==> src/hdl/dfsp_pkg.sv <==
// Purpose: constants for the dual frame serial port
// Assumes: 16-bit register port, one clock
// Notes:   offsets are absolute 32-bit byte addresses
package dfsp_pkg;
	localparam int ADDR_W = 32;
	localparam logic [31:0] OFS_RXB_WORD = 32'h0FFFFA20;
	localparam logic [31:0] OFS_RXB_LOW  = 32'h0FFFFA22;
	localparam logic [31:0] OFS_FORMAT   = 32'hFFFFFA28;
	localparam logic [31:0] OFS_MODE     = 32'hFFFFFA2A;
	localparam logic [31:0] OFS_STATUS   = 32'hFFFFFA2C;
	localparam logic [31:0] OFS_TXS_WORD = 32'hFFFFFA30;
	localparam logic [31:0] OFS_TXS_LOW  = 32'hFFFFFA32;
	localparam logic [31:0] OFS_BAUD     = 32'hFFFFFA34;
	localparam logic [7:0]  FORMAT_RST   = 8'h81;
	localparam logic [7:0]  MODE_RST     = 8'h00;
	localparam logic [15:0] BAUD_RST     = 16'h000F;
	// format register fields
	localparam int F_RXE = 6;
	localparam int F_PS1 = 5;
	localparam int F_PS0 = 4;
	localparam int F_CL  = 3;
	localparam int F_SL  = 2;
	// mode register fields
	localparam int M_SYNC = 3;
	localparam int M_TX2  = 2;
	localparam int M_RX2  = 1;
	localparam int M_EBS  = 0;
	// status register fields
	localparam int S_TXB  = 7;
	localparam int S_RXB  = 6;
	localparam int S_RB8  = 4;
	localparam int S_PE   = 2;
	localparam int S_FE   = 1;
	localparam int S_OVE  = 0;
	localparam logic [3:0] OVS_LAST = 4'hF;
	localparam logic [3:0] OVS_MID  = 4'h7;
	typedef enum logic [1:0] {
		DFSP_IDLE  = 2'b00,
		DFSP_START = 2'b01,
		DFSP_SHIFT = 2'b11,
		DFSP_STOP  = 2'b10
	} dfsp_state_t;
endpackage : dfsp_pkg

==> src/hdl/dfsp_top.sv <==
// Purpose: second serial port, async or clocked, one- or two-frame transfer
// Assumes: baud divider gives a 16x oversample enable; sync mode uses it as bit clock
// Notes:   both interrupt outputs are one-cycle pulses
//
// Summary of operation
// mode bit 3 selects async or synchronous
// tx frame bit sends one or two frames
// rx frame bit completes on one or two
// extension bit adds a ninth data bit
// extension only with no parity, one frame
// software never sets extension with rx two-frame
// tx busy from write to last stop
// rx busy from start to stop detect
// ninth bit stored with the buffer
// parity error only for odd/even parity
// framing error when stop bit missing
// overrun when buffer unread, data overwritten
// errors show latest, cleared by buffer read
// overrun in two-frame mode delays interrupt
// unused buffer bits read zero; in 7-bit two-frame mode bit 15 takes the old shift register bit 7
// each frame moves to buffer, irq last
// receive disabled keeps buffer, no interrupt
// rx interrupt on last stop or error
// write to shift register starts transmit
// tx interrupt after all frames shifted
// rx interrupt has priority over tx
// start, data lsb first, parity, stops
// receiver idle while enable bit clear
// length bit picks seven or eight bits
// stop bit picks one or two stops
// start low, stop high, idle high
`timescale 1ns/10ps
module dfsp_top
	import dfsp_pkg::*;
(
	input  wire logic              CLK,
	input  wire logic              RST_N,
	input  wire logic [dfsp_pkg::ADDR_W-1:0] ADDR,
	input  wire logic [15:0]       WDATA,
	input  wire logic              WR,
	input  wire logic              RD,
	output logic      [15:0]       RDATA,
	input  wire logic              SERIAL_IN_PIN,
	output logic                   SERIAL_OUT_PIN,
	output logic                   RX_DONE_IRQ,
	output logic                   TX_DONE_IRQ,
	output logic      [1:0]        IRQ_PRIORITY
);
	import dfsp_pkg::*;

	logic [7:0]  fmt_r, mode_r;
	logic [15:0] baud_r, bcnt_r;
	logic [15:0] rdata_r;
	logic        tick;

	// address hits, shared by the write decode and the read mux
	wire hit_rxw  = ADDR == OFS_RXB_WORD;
	wire hit_rxl  = ADDR == OFS_RXB_LOW;
	wire hit_fmt  = ADDR == OFS_FORMAT;
	wire hit_mode = ADDR == OFS_MODE;
	wire hit_stat = ADDR == OFS_STATUS;
	wire hit_txw  = ADDR == OFS_TXS_WORD;
	wire hit_txl  = ADDR == OFS_TXS_LOW;
	wire hit_baud = ADDR == OFS_BAUD;

	// register decode
	wire w_fmt  = WR && hit_fmt;
	wire w_mode = WR && hit_mode;
	wire w_baud = WR && hit_baud;
	// either view of the shift register starts a transfer
	wire w_txs  = WR && (hit_txw || hit_txl);
	wire w_low  = hit_txl;
	// either view of the buffer counts as read processing
	wire r_buf  = RD && (hit_rxw || hit_rxl);

	wire rxe    = fmt_r[F_RXE];
	wire cl8    = fmt_r[F_CL];
	wire sl2    = fmt_r[F_SL];
	wire par_on = fmt_r[F_PS1] | fmt_r[F_PS0];
	wire par_ck = fmt_r[F_PS1];
	wire sync_m = mode_r[M_SYNC];
	wire tx2    = mode_r[M_TX2];
	wire rx2    = mode_r[M_RX2];
	wire ext    = mode_r[M_EBS] && !par_on && !tx2;

	// data bits per frame: 7, 8 or 9
	wire [3:0] nbits = ext ? 4'h9 : (cl8 ? 4'h8 : 4'h7);

	function automatic logic par_bit(input logic [8:0] d, input logic [3:0] n,
		input logic [7:0] f);
		logic x;
		x = ^(d & ((9'h001 << n) - 9'h001));
		case ({f[F_PS1], f[F_PS0]})
			2'b10:   par_bit = ~x;
			2'b11:   par_bit = x;
			default: par_bit = 1'b0;
		endcase
	endfunction : par_bit

	// baud divider: 16x enable in async mode, bit enable in sync mode
	always_ff @(posedge CLK) begin
		if (!RST_N || bcnt_r == 16'h0000)
			bcnt_r <= baud_r;
		else
			bcnt_r <= bcnt_r - 16'h0001;
	end
	assign tick = (bcnt_r == 16'h0000);

	always_ff @(posedge CLK) begin
		if (!RST_N) begin
			fmt_r  <= FORMAT_RST;
			mode_r <= MODE_RST;
			baud_r <= BAUD_RST;
		end else begin
			if (w_fmt)  fmt_r  <= WDATA[7:0];
			if (w_mode) mode_r <= {4'h0, WDATA[3:0]};
			if (w_baud) baud_r <= WDATA;
		end
	end

	// input synchroniser
	logic rx_s1_r, rx_s2_r;
	always_ff @(posedge CLK) begin
		if (!RST_N) begin
			rx_s1_r <= 1'b1;
			rx_s2_r <= 1'b1;
		end else begin
			rx_s1_r <= SERIAL_IN_PIN;
			rx_s2_r <= rx_s1_r;
		end
	end

	// ---------------- transmitter ----------------
	dfsp_state_t tx_st_r;
	logic [15:0] txd_r;
	logic [3:0]  tx_os_r, tx_bit_r;
	logic        tx_second_r, tx_busy_r, tx_par_r, tx_out_r, tx_irq_r;
	wire         tx_bt = tick && (sync_m || tx_os_r == OVS_LAST);
	// index of the last slot after start: data, parity, stops
	wire [3:0]   tx_len = nbits + {3'h0, par_on} + {3'h0, sl2};
	wire [8:0]   tx_cur = tx_second_r ? {1'b0, txd_r[15:8]} : txd_r[8:0];
	// slot decode: data first, then parity, then stop bits
	wire         tx_in_data = tx_bit_r < nbits;
	wire         tx_in_par  = par_on && tx_bit_r == nbits;
	wire         tx_last    = tx_bit_r == tx_len;
	// two-frame transmit goes back for the high byte before finishing
	wire         tx_more    = tx2 && !tx_second_r;

	always_ff @(posedge CLK) begin
		if (!RST_N) begin
			tx_st_r     <= DFSP_IDLE;
			txd_r       <= 16'h0000;
			tx_os_r     <= 4'h0;
			tx_bit_r    <= 4'h0;
			tx_second_r <= 1'b0;
			tx_busy_r   <= 1'b0;
			tx_par_r    <= 1'b0;
			tx_out_r    <= 1'b1;
			tx_irq_r    <= 1'b0;
		end else begin
			tx_irq_r <= 1'b0;
			if (tick)
				tx_os_r <= (tx_st_r == DFSP_IDLE) ? 4'h0 : tx_os_r + 4'h1;
			case (tx_st_r)
				DFSP_IDLE: begin
					tx_out_r <= 1'b1;
					if (w_txs) begin
						txd_r       <= w_low ? {8'h00, WDATA[7:0]} : WDATA;
						tx_busy_r   <= 1'b1;
						tx_second_r <= 1'b0;
						tx_st_r     <= DFSP_START;
					end
				end
				DFSP_START: if (tx_bt) begin
					tx_out_r <= 1'b0;
					tx_bit_r <= 4'h0;
					tx_par_r <= par_bit(tx_cur, nbits, fmt_r);
					tx_st_r  <= DFSP_SHIFT;
				end
				DFSP_SHIFT: if (tx_bt) begin
					if (tx_in_data)
						tx_out_r <= tx_cur[tx_bit_r];
					else if (tx_in_par)
						tx_out_r <= tx_par_r;
					else
						tx_out_r <= 1'b1;
					tx_bit_r <= tx_bit_r + 4'h1;
					if (tx_last)
						tx_st_r <= DFSP_STOP;
				end
				DFSP_STOP: begin
					if (tx_more) begin
						tx_second_r <= 1'b1;
						tx_st_r     <= DFSP_START;
					end else begin
						tx_busy_r <= 1'b0;
						tx_irq_r  <= 1'b1;
						tx_st_r   <= DFSP_IDLE;
					end
				end
				default: tx_st_r <= DFSP_IDLE;
			endcase
		end
	end

	// ---------------- receiver ----------------
	dfsp_state_t rx_st_r;
	logic [8:0]  rsh_r;
	logic [15:0] rxb_r;
	logic [3:0]  rx_os_r, rx_bit_r;
	logic        rx_busy_r, rx_second_r, rx_par_r, rb8_r;
	logic        pe_r, fe_r, ove_r, unread_r, rx_irq_r;
	wire         rx_bt = tick && (sync_m || rx_os_r == OVS_LAST);
	wire         par_pos = par_on && rx_bit_r == nbits;
	wire         stop_pos = rx_bit_r == nbits + {3'h0, par_on};
	wire         rx_fin = rx_st_r == DFSP_SHIFT && rx_bt && stop_pos;
	wire         pe_now = par_ck && (rx_par_r != par_bit(rsh_r, nbits, fmt_r));
	wire         fe_now = !rx_s2_r;
	wire         rx_in_data = rx_bit_r < nbits;
	// an unread buffer is overrun by any frame except the second of a pair
	wire         ov_now = unread_r && !rx_second_r;
	// last frame of a complete reception
	wire         last_f = !rx2 || rx_second_r;
	// a parity or framing error raises the interrupt at once
	wire         err_now = pe_now || fe_now;
	// an overrun first frame of a pair stays silent; the next frame ends the pair
	wire         rx_irq_now = last_f || err_now;
	wire         rx_second_nxt = rx2 && !rx_second_r;
	wire [15:0]  rx_word = rx_second_r ? {rsh_r[7:0], rxb_r[7:0]} :
		{7'h00, ext ? rsh_r[8] : 1'b0, cl8 | ext ? rsh_r[7] : 1'b0, rsh_r[6:0]};

	always_ff @(posedge CLK) begin
		if (!RST_N || !rxe) begin
			rx_st_r     <= DFSP_IDLE;
			rx_os_r     <= 4'h0;
			rx_bit_r    <= 4'h0;
			rx_busy_r   <= 1'b0;
			rx_second_r <= 1'b0;
			rx_par_r    <= 1'b0;
			rsh_r       <= 9'h000;
			rx_irq_r    <= 1'b0;
		end else begin
			rx_irq_r <= 1'b0;
			if (tick)
				rx_os_r <= rx_os_r + 4'h1;
			case (rx_st_r)
				DFSP_IDLE: if (tick && !rx_s2_r) begin
					rx_os_r <= 4'h0;
					rx_st_r <= sync_m ? DFSP_SHIFT : DFSP_START;
					rx_bit_r <= 4'h0;
					rx_busy_r <= sync_m;
				end
				DFSP_START: if (tick && rx_os_r == OVS_MID) begin
					rx_os_r <= 4'h0;
					if (!rx_s2_r) begin
						rx_busy_r <= 1'b1;
						rx_st_r   <= DFSP_SHIFT;
					end else
						rx_st_r <= DFSP_IDLE;
				end
				DFSP_SHIFT: if (rx_bt) begin
					if (rx_in_data)
						rsh_r[rx_bit_r] <= rx_s2_r;
					if (par_pos)
						rx_par_r <= rx_s2_r;
					rx_bit_r <= rx_bit_r + 4'h1;
					if (stop_pos) begin
						rx_busy_r <= 1'b0;

						rx_irq_r  <= rx_irq_now;
						rx_second_r <= rx_second_nxt;
						rx_st_r   <= DFSP_STOP;
					end
				end
				DFSP_STOP: if (rx_s2_r || sync_m)
					rx_st_r <= DFSP_IDLE;
				default: rx_st_r <= DFSP_IDLE;
			endcase
		end
	end

	// buffer and flags; a frame arriving with a buffer read wins the flags
	always_ff @(posedge CLK) begin
		if (!RST_N) begin
			rxb_r    <= 16'h0000;
			rb8_r    <= 1'b0;
			pe_r     <= 1'b0;
			fe_r     <= 1'b0;
			ove_r    <= 1'b0;
			unread_r <= 1'b0;
		end else if (rx_fin && rxe) begin
			rxb_r    <= rx_word;
			rb8_r    <= ext ? rsh_r[8] : 1'b0;
			pe_r     <= pe_now;
			fe_r     <= fe_now;
			ove_r    <= ov_now | (ove_r & ~r_buf);
			unread_r <= 1'b1;
		end else if (r_buf) begin
			pe_r     <= 1'b0;
			fe_r     <= 1'b0;
			ove_r    <= 1'b0;
			unread_r <= 1'b0;
		end
	end

	// status image built field by field; unused bits read zero
	wire [7:0] status = (8'(tx_busy_r) << S_TXB) | (8'(rx_busy_r) << S_RXB) |
		(8'(rb8_r) << S_RB8) | (8'(pe_r) << S_PE) | (8'(fe_r) << S_FE) |
		(8'(ove_r) << S_OVE);
	// write-only shift register and holes read zero
	wire [15:0] rd_mux =
		hit_rxw  ? rxb_r :
		hit_rxl  ? {8'h00, rxb_r[7:0]} :
		hit_fmt  ? {8'h00, fmt_r} :
		hit_mode ? {8'h00, mode_r} :
		hit_stat ? {8'h00, status} :
		hit_baud ? baud_r : 16'h0000;

	always_ff @(posedge CLK) begin
		if (!RST_N)
			rdata_r <= 16'h0000;
		else
			rdata_r <= RD ? rd_mux : 16'h0000;
	end

	assign RDATA          = rdata_r;
	assign SERIAL_OUT_PIN = tx_out_r;
	assign RX_DONE_IRQ    = rx_irq_r;
	assign TX_DONE_IRQ    = tx_irq_r;
	// index of highest-priority pending request, rx first
	assign IRQ_PRIORITY   = rx_irq_r ? 2'h1 : (tx_irq_r ? 2'h2 : 2'h0);
endmodule : dfsp_top

==> config.mk <==
export PLATFORM = sky130hd
export DESIGN_NAME = dfsp_top
export DESIGN_NICKNAME = d
export VERILOG_FILES = /design/src/hdl/dfsp_pkg.sv /design/src/hdl/dfsp_top.sv
export SDC_FILE = /design/constraint.sdc
export NUM_CORES = 1
export LEC_CHECK = 0
export BUFFER_PORTS_ARGS = -buffer_cell sky130_fd_sc_hd__buf_2
export CAP_MARGIN = 10
export CELL_PAD_IN_SITES_DETAIL_PLACEMENT = 2
export CELL_PAD_IN_SITES_GLOBAL_PLACEMENT = 2
export CORE_ASPECT_RATIO = 0.75
export CORE_MARGIN = 2
export CORE_UTILIZATION = 36
export DETAILED_ROUTE_END_ITERATION = 10
export GPL_TIMING_DRIVEN = 1
export HOLD_SLACK_MARGIN = 0.08
export PLACE_DENSITY = 0.77
export SLEW_MARGIN = 0
export SYNTH_ARGS = -nofsm -noshare
export SYNTH_HDL_FRONTEND = slang
export SYNTH_SLANG_ARGS = --single-unit
==> constraint.sdc <==
create_clock -name CLK -period 3.2 [get_ports CLK]
set_input_delay 0.64 -clock CLK [delete_from_list [all_inputs] [get_ports CLK]]
set_output_delay 0.64 -clock CLK [all_outputs]
set_load 0.03 [all_outputs]
==> flow_metrics.py, run 1 <==
metrics = {
    "route": {
        "drtAntennaViolNets": 0,
        "wl_um": 25700,
        "vias_per_cell": 5.69,
        "vias": 6338,
        "drt_iter0_drc": 561,
        "wl_per_cell_um": 23.1,
        "drt_first_pass_iters": 5,
        "drc": 0,
    },
    "logic_synthesis": {
        "ys_seq_area_share_pct": 40.7,
        "netlist_area_um2": 6740,
        "avgSynthCellArea_um2": 8.62,
        "synth_ff_type": "dfxtp_1",
        "synth_edf_count": 0,
        "synth-seq-cells": 137,
        "ys_types": 68,
        "yosysWarnings": 0,
        "syn-num-nets": 855,
        "syn_inst": 781,
        "ys_async_sr_fraction_pct": 0,
    },
    "power": {
        "pwr-share-seq_pct": 43.5,
        "p_sw_mw": 0.956,
        "p_int_mw": 3.05,
        "combinationalPowerShare_pct": 3.9,
        "switching_share_pct": 23.8,
        "power_density_nw_per_um2": 498,
        "p_clk_share_pct": 52.6,
        "leakagePower_nw": 3.03,
        "ir_worst_vdd_v": 0.000262,
    },
    "cells_and_area": {
        "diodes": 0,
        "area_growth_pct": 19.5,
        "fin_util_pct": 43.8,
        "drive_above_1_share_pct": 18.3,
        "final_cells": 1114,
        "finish.net_count": 928,
    },
    "global_route": {
        "grt_overflow": 0,
        "grt_max_degree": 32,
        "antenna_found_initial": 1,
        "grtUsageTotal_pct": 26.1,
        "grt_pass1_vias": 6800,
        "grt_pass1_wl_um": 39000,
    },
    "setup_path": {
        "critPathKind": "reg2reg",
        "end_kind": "flip-flop",
        "crit_path_start": "fmt_r[4]",
        "rrSetupSlack_ps": 240,
        "reg2reg_depth": 10,
        "rr_startpoint": "fmt_r[4]",
        "cp-start-kind": "flip-flop",
        "reg2reg_to": "rxb_r[14]",
        "crit_required_ps": 3510,
        "cp.arrival_ps": 3270,
        "cp_max_fo": 11,
        "endpoint": "rxb_r[14]",
    },
    "timing": {
        "rsz0062_at_grt": "no",
        "tightestPinTransition_ps": 726,
        "final_hold_viol_count": 0,
        "report.final.slew_viol_count": 0,
        "slew_headroom_pct": 51.3,
        "period_minus_slack_ps": 2960,
        "clock_skew_ps": 6.50,
        "fin_setup_tns_ps": 0,
        "finalSetupViolCount": 0,
        "timing.fmax_ghz": 0.338,
        "period_share_pct": 92.6,
    },
    "placement": {
        "port_buffers": 73,
        "placedCellCount": 1080,
        "hpwlAfterDp_um": 19400,
        "place_congestion": 0.847,
    },
    "cts": {
        "clockRootBuffer": "clkbuf_16",
        "clockBufferDepth": 2,
        "ctsHoldBuffers": 0,
        "numClockSinks": 137,
        "cts_buffers": 17,
        "htree_levels": 4,
        "clkSlewWorstSetupHoldPaths_ps": 60,
        "clock_latency_ps": 430,
        "cts_tree": "built",
    },
    "floorplan": {
        "core_um2": 18400,
        "io-pin-count": 74,
        "row_count": 43,
        "die-area_um2": 19800,
        "die_height_um": 122,
        "die_x_um": 162,
        "start_util_pct": 36.6,
    },
    "run_status": {
        "status": "finished, final reports clean",
    },
    "hold_path": {
        "hp-class": "in2reg",
    },
    "flow_run": {
        "cap_violations": 0,
    },
}
==> cell type report <==
cell class | count | area, µm²
tap | 247 | 309
fill | 2066 | 10300
sequential | 137 | 2740
clock buffer | 19 | 453
inverter | 15 | 56.3
multi-input combinational | 589 | 3790
timing repair buffer | 94 | 531
clock inverter | 13 | 168
==> flip-flops by register name, indices dropped and copies added, names as in the netlist, 4 cells and up <==
register	count
RDATA	16
baud_r	16
bcnt_r	16
rxb_r	16
txd_r	16
rsh_r	9
fmt_r	8
mode_r	4
rx_bit_r	4
rx_os_r	4
tx_bit_r	4
tx_os_r	4
==> cell usage after synthesis (5+ instances only) <==
cell | n | share of area, %
mux2i_1 | 37 | 5.5
nand3b_1 | 5 | 0.56
dfxtp_1 | 137 | 41
or2_2 | 5 | 0.46
or3_1 | 5 | 0.46
nor4_1 | 7 | 0.65
nand2_1 | 111 | 6.2
a22oi_1 | 8 | 0.89
or4_1 | 8 | 0.89
nor3b_1 | 5 | 0.56
a222oi_1 | 7 | 1.0
o21a_1 | 6 | 0.67
inv_1 | 15 | 0.84
a211oi_1 | 6 | 0.67
xnor2_1 | 22 | 2.9
nor3_1 | 15 | 1.1
nand3_1 | 28 | 2.1
nor2b_1 | 11 | 1.0
o21ai_0 | 29 | 2.2
a21oi_1 | 61 | 4.5
ha_1 | 21 | 3.9
nand4_1 | 12 | 1.1
nand2b_1 | 13 | 1.2
clkbuf_1 | 30 | 1.7
a22o_1 | 10 | 1.3
a31oi_1 | 8 | 0.74
xor2_1 | 15 | 2.0
nor2_1 | 75 | 4.2
==> cell families after synthesis <==
group / count (synthesis) / synth area share [%]
simple gates: 337 / 26.1
compound gates: 151 / 14.0
flops: 137 / 40.7
buf+inv: 55 / 3.27
mux: 42 / 6.84
xor+xnor: 38 / 5.15
fa+ha+maj: 21 / 3.90
==> stage by stage <==
step / power, mW / hold WS (ps) / instance area, µm² / setup slack [ps]
floorplan: 1.85 / 386 / 6740 / 359
global placement: 1.92 / 398 / 7390 / 374
detailed placement: 1.93 / 413 / 7390 / 50.9
CTS: 4.03 / 406 / 8010 / 42.1
global route: 4.12 / 419 / 8050 / 75.7
finish: 4.01 / 413 / 8050 / 238
==> per-layer routing <==
metal  wire length [µm]  share of wire, %  vias up  global-route usage (%)
met1              12100                47     3222                    34.8
met5                 13             0.051        -                       0
met2              12100                47      157                    43.1
met4                447               1.7        2                    8.02
li1                   -                 -     2919                       -
met3               1110               4.3       38                    5.04
==> worst max-delay path, stage by stage (launching register included) <==
cell and delay (ps):
dfxtp_1 380, nor4b_4 390, nand2b_1 180, ha_1 160
inv_1 60, ha_1 310, xor2_1 160, nand4_1 210
nor3_1 320, a31oi_2 330, a22o_1 350
==> timing repair <==
| action | 4_1_cts | 5_1_grt |
|---|---|---|
| endpoints found under the hold margin | 0 | 0 |
| setup buffers | 0 | 1 |
| gates resized for setup | 0 | 3 |
| endpoints found under the setup margin | 0 | 20 |
==> layout by cell type, fill, tap and decap left out, types with 8 or more instances in the layout <==
master     synthesis  final
nor2b_1           11     11
dfxtp_1          137    137
or4_1              8      8
clkbuf_16          0     17
a21oi_1           61     61
nor3_1            15     15
buf_4              2     20
a22o_1            10     10
xor2_1            15     15
inv_1             15     15
nand2b_1          13     13
o21ai_0           29     29
a22oi_1            8      8
mux2i_1           37     37
buf_2              4     73
nand2_1          111    111
nor2_1            75     74
nand4_1           12     12
nand3_1           28     28
xnor2_1           22     22
ha_1              21     21
==> worst min-delay path by stage <==
stage                             start  endpoint  slack (ps)  cells after the start
after floorplan                 rx_s1_r   rx_s2_r         390                      1
after global routing      SERIAL_IN_PIN   rx_s1_r         420                      2
after global placement          rx_s1_r   rx_s2_r         400                      1
after CTS                 SERIAL_IN_PIN   rx_s1_r         410                      2
after detailed placement        rx_s1_r   rx_s2_r         410                      1
final                     SERIAL_IN_PIN   rx_s1_r         410                      2
==> power by group through the flow <==
| stage | Clock (mW) | Sequential, mW | Combinational, mW |
|---|---|---|---|
| 2_1_floorplan | 0 | 1.77 | 0.0781 |
| 3_3_place_gp | 0 | 1.78 | 0.142 |
| 3_5_place_dp | 0 | 1.78 | 0.150 |
| 4_1_cts | 2.13 | 1.74 | 0.153 |
| 5_1_grt | 2.20 | 1.75 | 0.171 |
| 6_report | 2.11 | 1.75 | 0.157 |
(Power assumes the default switching activity.)
==> inputs of run 2 (changes only) <==
--- a/config.mk
+++ b/config.mk
@@ -10,12 +10,14 @@
 export CELL_PAD_IN_SITES_DETAIL_PLACEMENT = 2
 export CELL_PAD_IN_SITES_GLOBAL_PLACEMENT = 2
 export CORE_ASPECT_RATIO = 0.75
-export CORE_MARGIN = 2
+export CORE_MARGIN = 3
 export CORE_UTILIZATION = 36
+export CTS_CLUSTER_DIAMETER = 100
 export DETAILED_ROUTE_END_ITERATION = 10
 export GPL_TIMING_DRIVEN = 1
 export HOLD_SLACK_MARGIN = 0.08
 export PLACE_DENSITY = 0.77
+export RECOVER_POWER = 50
 export SLEW_MARGIN = 0
 export SYNTH_ARGS = -nofsm -noshare
 export SYNTH_HDL_FRONTEND = slang
==> flow_metrics.py, run 2 (synthesized netlist as in run 1, its figures left out) <==
metrics = {
    "cts": {
        "clock_latency_ps": 440,
        "cts_tree": "built",
        "cts_buffers": 17,
        "htree_levels": 4,
        "clockBufferDepth": 2,
        "ctsHoldBuffers": 0,
        "clkSlewWorstSetupHoldPaths_ps": 60,
        "clockRootBuffer": "clkbuf_16",
        "numClockSinks": 137,
    },
    "timing": {
        "final_hold_viol_count": 0,
        "period_share_pct": 98.4,
        "clock_skew_ps": 14.2,
        "finalSetupViolCount": 0,
        "setup_slack_ps": 52.3,
        "timing.fmax_ghz": 0.318,
        "slew_headroom_pct": 42.7,
        "report.final.slew_viol_count": 0,
        "period_minus_slack_ps": 3150,
        "timing.hold.ws_ps": 395,
        "tightestPinTransition_ps": 859,
    },
    "setup_path": {
        "cp.arrival_ps": 3430,
        "crit_required_ps": 3480,
        "max_stage_delay_ps": 480,
        "cp-start-kind": "flip-flop",
        "path_cells": "nor4b_4 -> nand2b_1 -> ha_1 -> inv_1 -> ha_1 -> xor2_1 -> nand4_1 -> nor4_4 -> buf_4 -> nand3b_1 -> buf_4 -> nand2_1 -> a21oi_1",
        "cp_max_fo": 8,
        "crit_slowest_cell": "nor4_4",
        "rrSetupSlack_ps": 50,
        "end_kind": "flip-flop",
        "reg2reg_depth": 13,
        "critPathKind": "reg2reg",
    },
    "cells_and_area": {
        "final_common_cell": "dfxtp_1",
        "area_growth_pct": 19.3,
        "multiInputGateArea_um2": 3780,
        "fillers": 2058,
        "design_area_um2": 8030,
        "drive_above_1_share_pct": 14.9,
        "diodes": 0,
        "finish.net_count": 932,
        "mostFrequentLayoutCells": "dfxtp_1 (137), nand2_1 (111), nor2_1 (76)",
        "regArea_um2": 2740,
    },
    "run_status": {
        "status": "finished, final reports clean",
    },
    "route": {
        "vias": 6398,
        "drt_first_pass_iters": 5,
        "drtAntennaViolNets": 0,
        "wl_um": 26500,
        "vias_per_cell": 5.75,
        "drt_iter0_drc": 489,
        "drc": 0,
        "wl_per_cell_um": 23.8,
    },
    "floorplan": {
        "core_um2": 18000,
        "start_util_pct": 37.5,
        "die_height_um": 124,
        "die-area_um2": 20400,
        "io-pin-count": 74,
        "row_count": 42,
        "die_x_um": 164,
    },
    "global_route": {
        "grtUsageTotal_pct": 26.2,
        "grt_pass1_wl_um": 40800,
        "grt_pass1_vias": 6820,
        "antenna_found_initial": 0,
        "grt_max_degree": 41,
        "grt_overflow": 0,
    },
    "power": {
        "ir_worst_vdd_v": 0.000286,
        "leakagePower_nw": 2.95,
        "combinationalPowerShare_pct": 3.8,
        "switching_share_pct": 23.4,
        "pwr-share-seq_pct": 42.6,
        "power_density_nw_per_um2": 510,
        "p_clk_share_pct": 53.6,
        "p_sw_mw": 0.960,
        "p_int_mw": 3.14,
        "p_total_mw": 4.10,
    },
    "placement": {
        "placed_area_um2": 7380,
        "place_congestion": 0.818,
        "port_buffers": 73,
        "hpwlAfterDp_um": 19300,
        "place_ws_ps": 104,
    },
    "flow_run": {
        "cap_violations": 0,
    },
    "hold_path": {
        "hp-class": "in2reg",
        "hold_depth": 2,
    },
}
## run 2: cell count changes in the layout (fill, tap and decap cells not counted), moves of 2 or more
cell,delta
clkbuf_1,+28
buf_2,-22
buf_4,-3
clkinvlp_4,-2
nor2_1,+2
nor2_2,-2
## run 2: area by class of cell
| type | count | area share (%) |
|---|---|---|
| Clock inverter | 12 | 2.32 |
| Inverter | 15 | 0.701 |
| Sequential cell | 137 | 34.1 |
| Multi-Input combinational cell | 590 | 47.1 |
| Tap cell | 242 | 3.77 |
| Clock buffer | 20 | 5.69 |
| Timing Repair Buffer | 97 | 6.28 |
## run 2: path summary, 6_finish.rpt
| path | start | end |
|---|---|---|
| hold reg to reg | rx_s1_r | rx_s2_r |
| setup / recovery | fmt_r[5] | rxb_r[2] |
| setup reg to reg | fmt_r[5] | rxb_r[2] |
| hold / removal | SERIAL_IN_PIN | rx_s1_r |
## run 2: critical path, delay by kind of cell (launching register included)
| kind | cells | cell delay [ps] |
|---|---|---|
| AO/OA/AOI/OAI | 1 | 90 |
| XOR/XNOR | 1 | 150 |
| adder cells (fa/ha/maj) | 2 | 470 |
| buffers and inverters | 3 | 450 |
| flip-flops | 1 | 390 |
| AND/OR/NAND/NOR | 6 | 1440 |
## run 2: metal layers
layer	vias up	routed length [µm]	track usage (%)
li1	2937	-	-
met1	3264	12500	36.7
met2	169	12400	41.6
met3	28	1190	4.62
met4	0	426	6.76
met5	-	0	0
## run 2: what timing repair did
item,4_1_cts,5_1_grt
endpoints found under the setup margin,1,20
setup buffers,0,4
pin swaps,0,5
cloned,0,1
gates resized for setup,1,2
## run 2: power by group through the flow
stage,logic [mW],registers [mW],clock network (mW)
floorplan,0.0781,1.77,0
global placement,0.143,1.78,0
detailed placement,0.151,1.78,0
CTS,0.154,1.75,2.22
global route,0.169,1.75,2.31
finish,0.156,1.75,2.20
## run 2: stage by stage
stage / setup TNS [ps] / std cells / util [%]
3_5_place_dp: 0 / 1075 / 41.1
6_report: 0 / 1113 / 44.7
5_1_grt: -457 / 1113 / 44.7
3_3_place_gp: 0 / 1075 / 41.1
2_1_floorplan: 0 / 781 / -
4_1_cts: 0 / 1107 / 44.7
